## src/mcb_pkg.sv

```systemverilog
// mcb_pkg: constants and types for the machine-check bank status logger
// assumes a single 20 MHz clock domain and a single AHB-Lite slave port
package mcb_pkg;
    // register byte offsets
    localparam logic [7:0] MCB_OFS_STAT_LO = 8'h00;
    localparam logic [7:0] MCB_OFS_STAT_HI = 8'h04;
    localparam logic [7:0] MCB_OFS_LOC_LO = 8'h08;
    localparam logic [7:0] MCB_OFS_LOC_HI = 8'h0C;
    localparam logic [7:0] MCB_OFS_CAP = 8'h10;
    localparam logic [7:0] MCB_OFS_FAULT = 8'h14;
    // global capability bit positions
    localparam int MCB_CAP_CNT_BIT = 10;
    localparam int MCB_CAP_TES_BIT = 11;
    localparam int MCB_CAP_SER_BIT = 24;
    // status field positions
    localparam int MCB_ST_OTHER_LSB = 32;
    localparam int MCB_ST_CNT_LSB = 38;
    localparam int MCB_ST_CNT_MSB = 52;
    localparam int MCB_ST_COL_LSB = 53;
    localparam int MCB_ST_AR_BIT = 55;
    localparam int MCB_ST_SIG_BIT = 56;
    localparam int MCB_ST_PCC_BIT = 57;
    localparam int MCB_ST_LOCV_BIT = 58;
    localparam int MCB_ST_XV_BIT = 59;
    localparam int MCB_ST_EN_BIT = 60;
    localparam int MCB_ST_UC_BIT = 61;
    localparam int MCB_ST_OVER_BIT = 62;
    localparam int MCB_ST_VAL_BIT = 63;
    localparam int MCB_CNT_W = 15;
    // reset values
    localparam logic [63:0] MCB_STAT_RST = 64'h0000_0000_0000_0000;
    localparam logic [63:0] MCB_LOC_RST = 64'h0000_0000_0000_0000;
    localparam logic [14:0] MCB_CNT_RST = 15'h0000;
    // colour codes and the AHB NONSEQ transfer code
    localparam logic [1:0] MCB_COL_NONE = 2'h0;
    localparam logic [1:0] MCB_COL_GREEN = 2'h1;
    localparam logic [1:0] MCB_COL_YELLOW = 2'h2;
    localparam logic [1:0] MCB_HTRANS_NONSEQ = 2'h2;

    // one error report from a source inside the processor
    typedef struct packed {
        logic [31:0] low_code;
        logic [5:0] other_info;
        logic [3:0] impl_56_53;
        logic [14:0] impl_52_38;
        logic enabled;
        logic uncorrected;
        logic monitored;
        logic yellow;
        logic recov_signal;
        logic action_needed;
        logic context_corrupt;
        logic loc_valid;
        logic extra_valid;
        logic [63:0] location;
    } mcb_event_t;

    typedef struct packed {
        logic cnt;
        logic tes;
        logic ser;
    } mcb_cap_t;

    typedef enum logic [1:0] {
        MCB_GP_NONE,
        MCB_GP_STATUS,
        MCB_GP_LOC
    } mcb_gp_t;
endpackage

```

## src/mcb_status_logger.sv

```systemverilog
// mcb_status_logger: one machine-check bank status register, location register,
// overwrite priority and protection-fault reporting, all behind AHB-Lite.
// assumes one clock domain; error events come from same-clock logic.
`timescale 1ns/100ps

module mcb_status_logger
    import mcb_pkg::*;
#(
    parameter bit LOC_IMPL = 1'b1
) (
    input wire logic clk,
    input wire logic rstn,
    input wire logic ce,
    input wire logic [31:0] cap_in,
    input wire logic ev_valid,
    input wire mcb_event_t ev_in,
    input wire logic hsel,
    input wire logic [31:0] haddr,
    input wire logic [1:0] htrans,
    input wire logic hwrite,
    input wire logic [2:0] hsize,
    input wire logic [31:0] hwdata,
    input wire logic hready,
    output logic [31:0] hrdata,
    output logic hreadyout,
    output logic hresp,
    output logic gp_fault,
    output logic [63:0] status_out
);
    logic [63:0] stat_r;
    logic [63:0] loc_r;
    logic [14:0] cnt_r;
    mcb_cap_t cap;
    logic accept;
    logic take;
    logic [63:0] new_stat;
    logic keep_old;
    logic ph_write_r;
    logic ph_act_r;
    logic [7:0] ph_addr_r;
    logic [31:0] hrdata_r;
    logic gp_r;
    mcb_gp_t gp_kind_r;
    logic sw_clr_stat;
    logic sw_clr_loc;
    logic wr_stat;
    logic wr_loc;
    logic [63:0] stat_view;
    logic clr_hi;
    logic live;

    assign cap = '{cnt: cap_in[MCB_CAP_CNT_BIT], tes: cap_in[MCB_CAP_TES_BIT],
                   ser: cap_in[MCB_CAP_SER_BIT]};

    // an entry whose high word is being cleared this cycle no longer competes, so the event lands
    assign clr_hi = sw_clr_stat && (ph_addr_r == MCB_OFS_STAT_HI);
    assign live = stat_r[MCB_ST_VAL_BIT] && !clr_hi;

    // priority of the incoming event against a live entry
    always_comb begin
        keep_old = 1'b0;
        if (live) begin
            if (stat_r[MCB_ST_UC_BIT] && stat_r[MCB_ST_EN_BIT]) begin
                keep_old = 1'b1;
            end else if (stat_r[MCB_ST_EN_BIT] && !ev_in.enabled) begin
                keep_old = 1'b1;
            end else if (!stat_r[MCB_ST_EN_BIT] && ev_in.enabled) begin
                keep_old = 1'b0;
            end else if (stat_r[MCB_ST_UC_BIT]) begin
                keep_old = 1'b1;
            end else if (ev_in.uncorrected) begin
                keep_old = 1'b0;
            end else begin
                // yellow over green; yellow-yellow keeps the newer one
                keep_old = (stat_r[MCB_ST_COL_LSB +: 2] == MCB_COL_YELLOW) &&
                           !(ev_in.monitored && ev_in.yellow);
            end
        end
    end

    // assemble the status word for the new event from that event alone
    always_comb begin
        new_stat = MCB_STAT_RST;
        new_stat[31:0] = ev_in.low_code;
        new_stat[MCB_ST_OTHER_LSB +: 6] = ev_in.other_info;
        new_stat[MCB_ST_CNT_LSB +: MCB_CNT_W] = ev_in.impl_52_38;
        new_stat[MCB_ST_COL_LSB +: 4] = ev_in.impl_56_53;
        if (cap.tes) begin
            new_stat[MCB_ST_COL_LSB +: 2] = MCB_COL_NONE;
            if (!ev_in.uncorrected && ev_in.monitored) begin
                new_stat[MCB_ST_COL_LSB +: 2] =
                    ev_in.yellow ? MCB_COL_YELLOW : MCB_COL_GREEN;
            end
            new_stat[MCB_ST_AR_BIT] = cap.ser & ev_in.action_needed;
            new_stat[MCB_ST_SIG_BIT] = cap.ser & ev_in.recov_signal;
        end
        new_stat[MCB_ST_PCC_BIT] = ev_in.context_corrupt;
        new_stat[MCB_ST_LOCV_BIT] = ev_in.loc_valid & LOC_IMPL;
        new_stat[MCB_ST_XV_BIT] = ev_in.extra_valid;
        new_stat[MCB_ST_EN_BIT] = ev_in.enabled;
        new_stat[MCB_ST_UC_BIT] = ev_in.uncorrected;
        new_stat[MCB_ST_VAL_BIT] = 1'b1;
    end

    assign accept = ce && ev_valid;
    assign take = accept && !keep_old;

    // bus address phase capture
    always_ff @(posedge clk) begin
        if (!rstn) begin
            ph_act_r <= 1'b0;
            ph_write_r <= 1'b0;
            ph_addr_r <= 8'h00;
        end else if (ce && hready) begin
            ph_act_r <= hsel && (htrans == MCB_HTRANS_NONSEQ);
            ph_write_r <= hwrite;
            ph_addr_r <= haddr[7:0];
        end
    end

    assign wr_stat = ce && ph_act_r && ph_write_r &&
                     (ph_addr_r == MCB_OFS_STAT_LO || ph_addr_r == MCB_OFS_STAT_HI);
    assign wr_loc = ce && ph_act_r && ph_write_r &&
                    (ph_addr_r == MCB_OFS_LOC_LO || ph_addr_r == MCB_OFS_LOC_HI);
    // each 32-bit half is cleared independently; ones refused
    assign sw_clr_stat = wr_stat && (hwdata == 32'h0000_0000);
    assign sw_clr_loc = wr_loc && LOC_IMPL && (hwdata == 32'h0000_0000);

    // status register; an event that is taken wins over a same-cycle clear
    always_ff @(posedge clk) begin
        if (!rstn) begin
            stat_r <= MCB_STAT_RST;
        end else if (ce) begin
            if (sw_clr_stat) begin
                if (ph_addr_r == MCB_OFS_STAT_LO) begin
                    stat_r[31:0] <= 32'h0000_0000;
                end else begin
                    stat_r[63:32] <= 32'h0000_0000;
                end
            end
            if (take) begin
                stat_r <= new_stat;
            end
            if (accept && live) begin
                stat_r[MCB_ST_OVER_BIT] <= 1'b1;
            end
        end
    end

    // corrected-error counter, only software clears it
    always_ff @(posedge clk) begin
        if (!rstn) begin
            cnt_r <= MCB_CNT_RST;
        end else if (ce) begin
            if (sw_clr_stat && ph_addr_r == MCB_OFS_STAT_HI) begin
                cnt_r <= MCB_CNT_RST;
            end
            if (accept && !ev_in.uncorrected && cap.cnt) begin
                // low bits wrap, msb sticks once reached
                cnt_r <= {cnt_r[14] | (&cnt_r[13:0]), cnt_r[13:0] + 14'h0001};
            end
        end
    end

    // location register, replaced only by a winning event
    always_ff @(posedge clk) begin
        if (!rstn) begin
            loc_r <= MCB_LOC_RST;
        end else if (ce) begin
            if (sw_clr_loc) begin
                if (ph_addr_r == MCB_OFS_LOC_LO) begin
                    loc_r[31:0] <= 32'h0000_0000;
                end else begin
                    loc_r[63:32] <= 32'h0000_0000;
                end
            end
            if (take && ev_in.loc_valid && LOC_IMPL) begin
                loc_r <= ev_in.location;
            end
        end
    end

    always_comb begin
        stat_view = stat_r;
        if (cap.cnt) begin
            stat_view[MCB_ST_CNT_MSB:MCB_ST_CNT_LSB] = cnt_r;
        end
    end

    // read data latched with the address phase so it stands in the data phase;
    // a write in the immediately preceding transfer is not yet visible
    always_ff @(posedge clk) begin
        if (!rstn) begin
            hrdata_r <= 32'h0000_0000;
        end else if (ce && hready && hsel && htrans == MCB_HTRANS_NONSEQ && !hwrite) begin
            case (haddr[7:0])
                MCB_OFS_STAT_LO: hrdata_r <= stat_view[31:0];
                MCB_OFS_STAT_HI: hrdata_r <= stat_view[63:32];
                MCB_OFS_LOC_LO: hrdata_r <= LOC_IMPL ? loc_r[31:0] : 32'h0000_0000;
                MCB_OFS_LOC_HI: hrdata_r <= LOC_IMPL ? loc_r[63:32] : 32'h0000_0000;
                MCB_OFS_CAP: hrdata_r <= cap_in;
                MCB_OFS_FAULT: hrdata_r <= {30'h0000_0000, gp_kind_r};
                default: hrdata_r <= 32'h0000_0000;
            endcase
        end
    end

    // protection faults
    always_ff @(posedge clk) begin
        if (!rstn) begin
            gp_r <= 1'b0;
            gp_kind_r <= MCB_GP_NONE;
        end else if (ce) begin
            gp_r <= 1'b0;
            if (ph_act_r && !ph_write_r) begin
                if (!LOC_IMPL && (ph_addr_r == MCB_OFS_LOC_LO ||
                                  ph_addr_r == MCB_OFS_LOC_HI)) begin
                    gp_r <= 1'b1;
                    gp_kind_r <= MCB_GP_LOC;
                end
            end
            if (wr_stat && hwdata != 32'h0000_0000) begin
                gp_r <= 1'b1;
                gp_kind_r <= MCB_GP_STATUS;
            end
            if (wr_loc && (!LOC_IMPL || hwdata != 32'h0000_0000)) begin
                gp_r <= 1'b1;
                gp_kind_r <= MCB_GP_LOC;
            end
        end
    end

    assign hrdata = hrdata_r;
    assign hreadyout = 1'b1;
    assign hresp = 1'b0;
    assign gp_fault = gp_r;
    assign status_out = stat_view;
endmodule

```

## config.mk

```make
export PLATFORM = sky130hd
export DESIGN_NAME = mcb_status_logger
export DESIGN_NICKNAME = d
export VERILOG_FILES = /design/src/mcb_pkg.sv /design/src/mcb_status_logger.sv
export SDC_FILE = /design/constraint.sdc
export NUM_CORES = 1
export LEC_CHECK = 0
export BUFFER_PORTS_ARGS = -buffer_cell sky130_fd_sc_hd__buf_2
export CAP_MARGIN = 15
export CORE_ASPECT_RATIO = 0.75
export CORE_UTILIZATION = 29
export CTS_CLUSTER_DIAMETER = 150
export DETAILED_ROUTE_END_ITERATION = 8
export PLACE_DENSITY_LB_ADDON = 0.08
export SYNTH_ARGS = -nofsm -noshare
export SYNTH_HDL_FRONTEND = slang
export SYNTH_SLANG_ARGS = --single-unit
```

## constraint.sdc

```tcl
create_clock -name clk -period 4.69 [get_ports clk]
set_input_delay 0.469 -clock clk [delete_from_list [all_inputs] [get_ports clk]]
set_output_delay 0.469 -clock clk [all_outputs]
set_load 0.02 [all_outputs]
```

# Word-level counts from Yosys, hierarchy flattened
# Cells that the tools add are included.
# totals
register_bits,188
in_bits,238
out_inout_bits,99
elab_cells,110
# classes
n_addsub,1
eq_ne,13
muxes,26
bitwise,3
reduce_logical,55
# ops
op,count
two-way mux 64 bit,4
case mux 32 bit (6 select lines),1
two-way mux 32 bit,4
two-way mux 15 bit,3
equality test 8 x 4 -> 1 bit (second input constant),4
logical NOT 32 bit,1
nonzero test 32 bit,1
logical AND 1 bit,27
equality test 8 x 3 -> 1 bit (second input constant),2
equality test 8 x 5 -> 1 bit (second input constant),2
logical NOT 8 bit,2
AND reduction 3 bit,5
adder 14 x 1 -> 14 bit (second input constant),1
AND reduction 14 bit,1
nonzero test 2 bit,6
two-way mux 1 bit,9
two-way mux 2 bit,4
logical NOT 1 bit,7
equality test 2 bit (second input constant),2
two-way mux 4 bit,1
AND reduction 2 bit,2
inequality test 3 x 2 -> 1 bit (second input constant),1
nonzero test 3 bit,1
bitwise AND 1 bit,2
other kinds (4),5

# Longest topological paths before layout
# Gate-level depths: netlist of run 1.
# logic_depth
ltp_word,14
mapped_depth,9
depth_no_buf,6

# Worst setup path before layout of run 1
# Ideal clock, no wire load.
# synth_path
kind,in2reg
from,input hwdata[26]
to,register stat_r[36]
setup_time_ps,60
arrival_time_ps,2329
required_time_ps,4630
setup_slack_ps,2302
cell_stages,9
path_buffers,3
cell_sequence,nor4_1 nand4_1 or4_4 a21oi_2 buf_4 and2_1 buf_4 buf_6 a22o_1
# synth_via
elab_chain_cells,10
# synth_rtl
item,line_no,text
from (decl),mcb_status_logger.sv:22,"input wire logic [31:0] hwdata,"
logical NOT 32 bit *,mcb_status_logger.sv:126,assign sw_clr_stat = wr_stat && (hwdata == 32'h0000_0000);
logical AND 1 bit *,mcb_status_logger.sv:126,
logical AND 1 bit,mcb_status_logger.sv:56,assign clr_hi = sw_clr_stat && (ph_addr_r == MCB_OFS_STAT_HI);
logical NOT 1 bit,mcb_status_logger.sv:57,assign live = stat_r[MCB_ST_VAL_BIT] && !clr_hi;
logical AND 1 bit,mcb_status_logger.sv:57,
two-way mux 1 bit,mcb_status_logger.sv:62,if (live) begin
logical NOT 1 bit,mcb_status_logger.sv:106,assign take = accept && !keep_old;
logical AND 1 bit,mcb_status_logger.sv:106,
inequality test 2 bit (no line) / nonzero test 2 bit (equally long branches),--,
AND reduction 3 bit (no line),--,
to (signal assigned),mcb_status_logger.sv:142,stat_r <= new_stat;
to (decl),mcb_status_logger.sv:30,logic [63:0] stat_r;
# Mark *: on every way between the ends. The rest lies on a longest branch, timed or not.
# A chain may end at the register's enable or synchronous reset.

# Final worst setup path of run 1
# layout_path
from,register ph_addr_r[0]
to,register loc_r[4]
# layout_via
elab_chain_cells,13
# layout_rtl
item,line_no,text
from (decl),mcb_status_logger.sv:40,logic [7:0] ph_addr_r;
from (signal assigned),mcb_status_logger.sv:117,ph_addr_r <= haddr[7:0];
equality test 8 x 3 -> 1 bit / logical NOT 8 bit (equally long branches),"mcb_status_logger.sv:56, mcb_status_logger.sv:122",
logical OR 1 bit,mcb_status_logger.sv:122,(ph_addr_r == MCB_OFS_STAT_LO || ph_addr_r == MCB_OFS_STAT_HI);
logical AND 1 bit,mcb_status_logger.sv:121,assign wr_stat = ce && ph_act_r && ph_write_r &&
logical AND 1 bit,mcb_status_logger.sv:126,
logical AND 1 bit,mcb_status_logger.sv:56,
logical NOT 1 bit,mcb_status_logger.sv:57,
logical AND 1 bit,mcb_status_logger.sv:57,
two-way mux 1 bit,mcb_status_logger.sv:62,
logical NOT 1 bit,mcb_status_logger.sv:106,
logical AND 1 bit,mcb_status_logger.sv:106,
logical AND 1 bit,mcb_status_logger.sv:177,if (take && ev_in.loc_valid && LOC_IMPL) begin
nonzero test 2 bit (no line),--,
AND reduction 3 bit (no line),--,
to (signal assigned),mcb_status_logger.sv:178,loc_r <= ev_in.location;
to (decl),mcb_status_logger.sv:31,logic [63:0] loc_r;
# Parallel ways exist; a longest one is shown, timed or not.

==> results.py, run 1 <==
metrics = {
    "global_routing": {
        "grt_pass1_wl_um": 46800,
        "grtUsageTotal": 0.202,
        "gr-total-overflow": 0,
        "grt_pass1_vias": 7879,
        "antenna_found_initial": 5,
        "grt_max_degree": 92,
    },
    "critical_path": {
        "crit_chain": "nor4_4, nand3_1, or4_4, a21o_2, buf_4, o21ai_2, buf_4, o22ai_1",
        "critPathLaunchType": "register",
        "path_class": "register to register",
        "end_kind": "register",
        "path_common_cell": "buf_4",
        "r2r-end": "loc_r[4]$_SDFFE_PN0P_",
        "reg2reg_from": "ph_addr_r[0]$_SDFFE_PN0P_",
        "crit_arrival_ns": 3.39,
        "cp_max_fo": 67,
        "reg2reg_slack_ns": 1.59,
        "slowest_delay_ns": 0.62,
        "rr_worst_depth": 8,
        "cpMaxStageDelayCell": "or4_4",
        "crit_required_ns": 4.98,
    },
    "cts": {
        "cts-resized-gates": 0,
        "root_buffer": "clkbuf_16",
        "cts_buffer_depth": 2,
        "worstSkewPairLatency_ns": 0.45,
        "cts_sinks": 188,
        "cts_tree": "yes",
        "cts_hold_repair.buffers": 0,
        "cts_inserted_buffers": 17,
        "post-cts-setup-buffer-count": 0,
        "path_clk_slew_ns": 0.08,
        "htreeDepth": 4,
    },
    "timing": {
        "finalSetupViolCount": 0,
        "slew_headroom": 0.323,
        "period_share": 0.662,
        "rsz0062_at_grt": "false",
        "fin_skew_ns": 0.0105,
        "tightest_slew_ns": 1.02,
        "max_freq_mhz": 322,
        "min_period_ns": 3.10,
        "slew_violations": 0,
        "totalNegativeSetupSlack_ns": 0,
        "hold_viol_final": 0,
    },
    "pwr": {
        "peakVddDrop_v": 0.000240,
        "leakagePower_nw": 4.51,
        "power_w": 0.00354,
        "powerDensity_nw_per_um2": 331,
    },
    "floorplan": {
        "initial_core_util": 0.295,
        "fp.dieH_um": 151,
        "die-area_sq_um": 30400,
        "core-area_sq_um": 29200,
        "die_x_um": 201,
        "io_pins": 337,
        "num_rows": 54,
    },
    "logic_synthesis": {
        "synth_cell_type_count": 46,
        "ys_seq_area_frac": 0.436,
        "synth_top_area_share": 0.436,
        "synth.area.top_cells": "dfxtp_1, nand2_1, o22ai_1",
        "yosys_warnings": 0,
        "synth_seq_cells": 188,
        "synth-edff-count": 0,
        "syn_area_per_cell_sq_um": 8.03,
        "ys_async_sr_fraction": 0,
        "synthCells": 1074,
        "syn-cell-area_sq_um": 8620,
        "synth_flop_cell": "dfxtp_1",
        "yosys.area.top_type": "dfxtp_1",
        "synth_commonest_cells": "nand2_1, dfxtp_1, nor2_1",
        "synth_nets": 1313,
        "yosys.cell_count.top_type": "nand2_1",
    },
    "hold_path": {
        "holdCritStartpoint": "ev_in[94]",
        "hp-class": "input port to register",
        "whs_path_depth": 2,
        "min_to": "stat_r[34]$_SDFFE_PN0P_",
    },
    "final_layout": {
        "drive_gt1_frac": 0.299,
        "fill_cells": 3184,
        "syn_to_final_growth_pct": 24.2,
        "instances_no_fill": 1692,
        "fin_nets": 1523,
    },
    "route": {
        "wire_per_inst_um": 18.4,
        "route.detailed.drc": 0,
        "wl_um": 31200,
        "ant_nets": 0,
        "via_per_inst": 4.88,
        "dr.first_iter.drc_count": 436,
        "via_count": 8259,
        "first_pass_iters": 4,
    },
    "outcome": {
        "status": "finished, final reports clean",
    },
    "place": {
        "globalplace.congestion": 0.769,
        "numPortBuffers": 307,
        "dpl.cell_count": 1657,
        "dp_hpwl_um": 22500,
    },
    "run": {
        "maxCapViolations": 0,
    },
}
-- stage by stage --
step                      hold slack (ns)  cell area (sq um)  setup slack (ns)  utilization
after floorplan                     0.432               8620              2.30            -
after global placement              0.429              10100              1.32        0.347
after detailed placement            0.441              10100              1.31        0.347
after CTS                           0.213              10700              1.52        0.367
after global routing                0.227              10700              1.40        0.367
final                               0.233              10700              1.59        0.367
-- worst max-delay path, delay by kind of cell, from the launching register on --
family | cells | cell delay [ns]
buf+inv | 2 | 0.70
compound gates | 3 | 0.57
simple gates | 3 | 1.29
flops | 1 | 0.34
-- cells by family after synthesis --
kind of cell / share of synthesized area
compound gates: 0.197
xor+xnor: 0.0102
fa+ha+maj: 0.00261
buf+inv: 0.0879
flops: 0.436
mux: 0.0627
other cells: 0.000871
simple gates: 0.202
-- cell usage in the layout, fill, tap and decap left out, types with 5 or more instances in the layout --
cell	instances
o211ai_1	6
nor2_1	88
a21oi_1	50
dfxtp_1	188
nand3_1	48
buf_4	21
mux2i_1	36
and2_1	7
and3_1	8
mux2_2	16
xor2_1	10
clkbuf_16	17
buf_2	306
o2111ai_1	6
o21ai_0	74
nand2_1	223
a22o_1	24
nor3_1	5
nor4_1	9
inv_1	5
o22ai_1	68
a221oi_1	30
-- layer usage --
metal,up-vias,track usage,part of all wire
met2,201,0.309,0.43
met5,-,0,0.0013
met4,6,0.0408,0.0073
met1,3877,0.281,0.50
li1,4155,-,-
met3,20,0.0579,0.061
-- worst max path at each step --
stage                     slack, ns                      start                       to
after global routing           1.40  ph_addr_r[0]$_SDFFE_PN0P_    loc_r[4]$_SDFFE_PN0P_
final                          1.59  ph_addr_r[0]$_SDFFE_PN0P_    loc_r[4]$_SDFFE_PN0P_
after floorplan                2.30                 hwdata[26]  stat_r[36]$_SDFFE_PN0P_
after detailed placement       1.31                 hwdata[17]    loc_r[6]$_SDFFE_PN0P_
after global placement         1.32                 hwdata[25]   loc_r[16]$_SDFFE_PN0P_
after CTS                      1.52  ph_addr_r[0]$_SDFFE_PN0P_    loc_r[4]$_SDFFE_PN0P_
-- power by group --
part	internal [W]	switching [W]	total (W)
logic	0.000153	0.000233	0.000386
clock network	0.000759	0.000716	0.00147
registers	0.00165	0.0000354	0.00168
-- area by class of cell --
cell class | count | area (sq um) | area share
Timing Repair Buffer | 328 | 1700 | 0.159
Inverter | 5 | 18.8 | 0.00175
Sequential cell | 188 | 3760 | 0.351
Tap cell | 392 | 490 | 0.0458
Multi-Input combinational cell | 744 | 4150 | 0.388
Clock buffer | 18 | 439 | 0.0410
Clock inverter | 14 | 138 | 0.0129
Antenna cell | 3 | 7.51 | 0.000701
-- registers in the layout (all words and copies together) (netlist names) --
register and flops:
gp_fault 1, gp_kind_r 2, cnt_r 15, stat_r 64, loc_r 64, hrdata 32
ph_write_r 1, ph_act_r 1, ph_addr_r 8
Note: power is estimated with default switching activity, not from simulation.
==> run 2, diff against run 1 <==
==> constraint.sdc (replaced) <==
create_clock -name clk -period 3.2 [get_ports clk]
set_input_delay 0.32 -clock clk [delete_from_list [all_inputs] [get_ports clk]]
set_output_delay 0.32 -clock clk [all_outputs]
set_load 0.02 [all_outputs]
==> results.py, run 2 (synthesized netlist as in run 1, its figures left out) <==
metrics = {
    "outcome": {
        "status": "finished, final reports clean",
    },
    "timing": {
        "period_share": 0.836,
        "totalNegativeSetupSlack_ns": 0,
        "rsz0062_at_grt": "false",
        "slew_headroom": 0.284,
        "fin_skew_ns": 0.00978,
        "tightest_slew_ns": 1.07,
        "max_freq_mhz": 374,
        "hold_viol_final": 0,
        "min_period_ns": 2.67,
        "slew_violations": 0,
        "finalSetupViolCount": 0,
    },
    "final_layout": {
        "mostFrequentLayoutCells": "buf_2, nand2_1, dfxtp_1",
        "drive_gt1_frac": 0.300,
        "fin_nets": 1528,
        "final_common_cell": "buf_2",
        "fill_cells": 3180,
        "multi_input_area_sq_um": 4150,
        "ff_latch_area_sq_um": 3760,
        "syn_to_final_growth_pct": 25.7,
    },
    "pwr": {
        "swShare": 0.257,
        "internal_power_w": 0.00394,
        "powerDensity_nw_per_um2": 489,
        "leakagePower_nw": 4.57,
        "seq_power_share": 0.465,
        "clkPwrFrac": 0.426,
        "netSwitchingPower_w": 0.00136,
        "power_w": 0.00530,
        "pwr-share-comb": 0.109,
        "peakVddDrop_v": 0.000316,
    },
    "route": {
        "via_per_inst": 4.90,
        "wl_um": 31400,
        "wire_per_inst_um": 18.5,
        "route.detailed.drc": 0,
        "dr.first_iter.drc_count": 428,
        "via_count": 8301,
        "first_pass_iters": 7,
        "ant_nets": 0,
    },
    "global_routing": {
        "gr-total-overflow": 0,
        "grt_max_degree": 153,
        "antenna_found_initial": 6,
        "grt_pass1_wl_um": 47300,
        "grt_pass1_vias": 8058,
        "grtUsageTotal": 0.205,
    },
    "floorplan": {
        "io_pins": 337,
        "num_rows": 54,
        "core-area_sq_um": 29200,
        "die_x_um": 201,
        "fp.dieH_um": 151,
        "initial_core_util": 0.295,
        "die-area_sq_um": 30400,
    },
    "critical_path": {
        "crit_arrival_ns": 2.96,
        "cp_max_fo": 21,
        "end_kind": "register",
        "critPathLaunchType": "register",
        "crit_family": "simple AND/OR/NAND/NOR gates",
        "crit_chain": "nor4_4, nand4b_1, or4_4, a21o_2, o31ai_4, buf_4, o22ai_1",
        "path_class": "register to register",
        "slowest_delay_ns": 0.55,
        "crit_required_ns": 3.49,
        "cpMaxStageDelayCell": "or4_4",
        "path_buf_inv": 1,
    },
    "place": {
        "numPortBuffers": 307,
        "globalplace.congestion": 0.796,
        "dp_hpwl_um": 22800,
    },
    "cts": {
        "cts_tree": "yes",
        "root_buffer": "clkbuf_16",
        "path_clk_slew_ns": 0.07,
        "htreeDepth": 4,
        "post-cts-setup-buffer-count": 0,
        "worstSkewPairLatency_ns": 0.44,
        "cts_sinks": 188,
        "cts_hold_repair.buffers": 0,
        "cts-resized-gates": 0,
        "cts_buffer_depth": 2,
        "cts_inserted_buffers": 17,
    },
    "hold_path": {
        "hp-class": "input port to register",
    },
    "run": {
        "maxCapViolations": 0,
    },
}
[run 2: worst paths after layout]
| kind | slack, ns | start | depth (start not counted) | to |
|---|---|---|---|---|
| setup / recovery | 0.53 | ph_addr_r[0]$_SDFFE_PN0P_ | 7 | loc_r[37]$_SDFFE_PN0P_ |
| hold / removal | 0.09 | ev_in[114] | 3 | stat_r[16]$_SDFFE_PN0P_ |
| hold reg to reg | 0.45 | hrdata[24]$_SDFFE_PN0P_ | 2 | hrdata[24]$_SDFFE_PN0P_ |
| setup reg to reg | 0.53 | ph_addr_r[0]$_SDFFE_PN0P_ | 7 | loc_r[37]$_SDFFE_PN0P_ |
[run 2: per-layer routing]
| metal | GRT usage | routed length (um) |
|---|---|---|
| met2 | 0.316 | 13800 |
| met3 | 0.0581 | 2220 |
| met5 | 0 | 38 |
| met1 | 0.280 | 15000 |
| met4 | 0.0485 | 297 |
[run 2: power by group through the flow]
stage | registers [W] | logic [W] | clock network (W)
6_report | 0.00246 | 0.000578 | 0.00226
5_1_grt | 0.00247 | 0.000639 | 0.00242
4_1_cts | 0.00246 | 0.000586 | 0.00232
3_5_place_dp | 0.00252 | 0.000584 | 0
3_3_place_gp | 0.00252 | 0.000583 | 0
2_1_floorplan | 0.00250 | 0.000354 | 0
[run 2: per-stage QoR]
step	worst slack, ns	instances	cell area [sq um]	utilization	hold slack [ns]
2_1_floorplan	0.961	1074	8620	-	0.432
3_3_place_gp	0.301	1662	10200	0.350	0.430
3_5_place_dp	0.316	1662	10200	0.350	0.438
4_1_cts	0.495	1693	10800	0.371	0.0698
5_1_grt	0.366	1693	10800	0.371	0.0767
6_report	0.525	1695	10800	0.371	0.0891
[run 2: worst register-to-register path, delay by kind of cell (launching register included)]
family,cells,cell delay (ns)
compound gates,3,0.65
buf+inv,1,0.34
simple gates,3,1.20
flops,1,0.33
[run 2: final cells by class]
type	instances	area share
well taps	392	0.0453
clock inverters	9	0.0126
diodes	2	0.000462
repair buffers	333	0.166
flip-flops and latches	188	0.347
clock buffers	22	0.0437
inverters	5	0.00173
multi-input cells	744	0.383
==> run 3, diff against run 2 <==
==> constraint.sdc (replaced) <==
create_clock -name clk -period 2.45 [get_ports clk]
set_input_delay 0.245 -clock clk [delete_from_list [all_inputs] [get_ports clk]]
set_output_delay 0.245 -clock clk [all_outputs]
set_load 0.02 [all_outputs]
==> results.py, run 3 (synthesized netlist as in run 1, its figures left out) <==
metrics = {
    "floorplan": {
        "num_rows": 54,
        "die-area_sq_um": 30400,
        "io_pins": 337,
        "initial_core_util": 0.295,
        "fp.dieH_um": 151,
        "core-area_sq_um": 29200,
        "die_x_um": 201,
    },
    "route": {
        "wl_um": 31100,
        "via_count": 8387,
        "ant_nets": 0,
        "first_pass_iters": 5,
        "route.detailed.drc": 0,
        "dr.first_iter.drc_count": 461,
        "wire_per_inst_um": 18.1,
        "via_per_inst": 4.88,
    },
    "global_routing": {
        "grt_max_degree": 74,
        "antenna_found_initial": 3,
        "grt_pass1_vias": 8079,
        "gr-total-overflow": 0,
        "grt_pass1_wl_um": 47200,
        "grtUsageTotal": 0.204,
    },
    "critical_path": {
        "cpMaxStageDelayCell": "or4_4",
        "path_buf_inv": 1,
        "slowest_delay_ns": 0.57,
        "critPathLaunch": "ph_addr_r[0]$_SDFFE_PN0P_",
        "crit_required_ns": 2.75,
        "crit_family": "simple AND/OR/NAND/NOR gates",
        "critPathLaunchType": "register",
        "reg2reg_from": "ph_addr_r[0]$_SDFFE_PN0P_",
        "crit_arrival_ns": 2.62,
        "path_class": "register to register",
        "end_kind": "register",
        "cp_max_fo": 29,
        "crit_chain": "nor4_4, nand3_1, or4_4, a21o_2, o31ai_4, buf_12, o22ai_1",
    },
    "timing": {
        "max_freq_mhz": 432,
        "hold_viol_final": 0,
        "finalSetupViolCount": 0,
        "tightest_slew_ns": 1.07,
        "rsz0062_at_grt": "false",
        "min_period_ns": 2.32,
        "fin_skew_ns": 0.00969,
        "slew_headroom": 0.284,
        "slew_violations": 0,
        "layout_setup_ws_ns": 0.134,
        "totalNegativeSetupSlack_ns": 0,
        "period_share": 0.945,
    },
    "final_layout": {
        "fin_nets": 1551,
        "multi_input_area_sq_um": 4150,
        "drive_gt1_frac": 0.305,
        "final_common_cell": "buf_2",
        "ff_latch_area_sq_um": 3760,
        "fill_cells": 3123,
        "mostFrequentLayoutCells": "buf_2, nand2_1, dfxtp_1",
        "syn_to_final_growth_pct": 28.6,
    },
    "pwr": {
        "leakagePower_nw": 4.70,
        "peakVddDrop_v": 0.000404,
        "powerDensity_nw_per_um2": 634,
    },
    "cts": {
        "cts_tree": "yes",
        "cts_hold_repair.buffers": 9,
        "path_clk_slew_ns": 0.07,
        "post-cts-setup-buffer-count": 0,
        "cts_inserted_buffers": 17,
        "cts-resized-gates": 0,
        "cts_buffer_depth": 2,
        "htreeDepth": 4,
        "worstSkewPairLatency_ns": 0.43,
        "root_buffer": "clkbuf_16",
        "cts_sinks": 188,
    },
    "hold_path": {
        "hp-class": "input port to register",
        "holdCritStartpoint": "ev_in[108]",
    },
    "outcome": {
        "status": "finished, final reports clean",
    },
    "place": {
        "preCtsSetupSlack_ns": 0.0286,
        "dp_hpwl_um": 22900,
        "globalplace.congestion": 0.784,
        "numPortBuffers": 307,
    },
    "run": {
        "maxCapViolations": 0,
    },
}
-- run 3: changes by cell type in the layout (fill, tap and decap cells not counted) --
cell           delta
clkinv_4          +2
diode_2           -1
buf_12            +3
clkbuf_8          -2
bufinv_16         +1
inv_6             +1
buf_4            +10
dlygate4sd3_1    +10
clkinvlp_4        -1
-- run 3: path summary, 6_finish.rpt --
check	slack (ns)	cells after the start	end
worst min register to register	0.45	2	hrdata[25]$_SDFFE_PN0P_
worst max-delay path	0.13	7	loc_r[42]$_SDFFE_PN0P_
worst min-delay path	0.02	3	stat_r[10]$_SDFFE_PN0P_
worst max register to register	0.13	7	loc_r[42]$_SDFFE_PN0P_
-- run 3: routing by layer --
layer,GRT usage,routed length (um),vias up
li1,-,-,4209
met4,0.0473,310,4
met2,0.312,13700,221
met3,0.0497,1670,22
met1,0.287,15400,3931
met5,0,24,-
-- run 3: tightest hold or removal path, stage by stage --
cell	delay, ns
buf_2	0.07
nand3_1	0.05
o21ai_0	0.06
-- run 3: per-stage QoR --
stage	utilization	std cells	power (W)	hold slack [ns]	cell area, sq um
2_1_floorplan	-	1074	0.00373	0.375	8620
3_3_place_gp	0.355	1675	0.00406	0.430	10400
3_5_place_dp	0.355	1675	0.00406	0.438	10400
4_1_cts	0.380	1716	0.00714	0.000295	11100
5_1_grt	0.380	1717	0.00737	0.00107	11100
6_report	0.380	1718	0.00704	0.0219	11100
-- run 3: layout make-up --
cell class / instances / area share
Clock inverter: 12 / 0.0167
Timing Repair Buffer: 356 / 0.184
Antenna cell: 1 / 0.000226
Multi-Input combinational cell: 744 / 0.374
Inverter: 5 / 0.00169
Clock buffer: 20 / 0.0403
Tap cell: 392 / 0.0442
Sequential cell: 188 / 0.339
-- run 3: power breakdown --
| group | switching, W | total [W] | internal (W) |
|---|---|---|---|
| clock network | 0.00129 | 0.00304 | 0.00175 |
| logic | 0.000455 | 0.000780 | 0.000325 |
| registers | 0.0000678 | 0.00322 | 0.00315 |
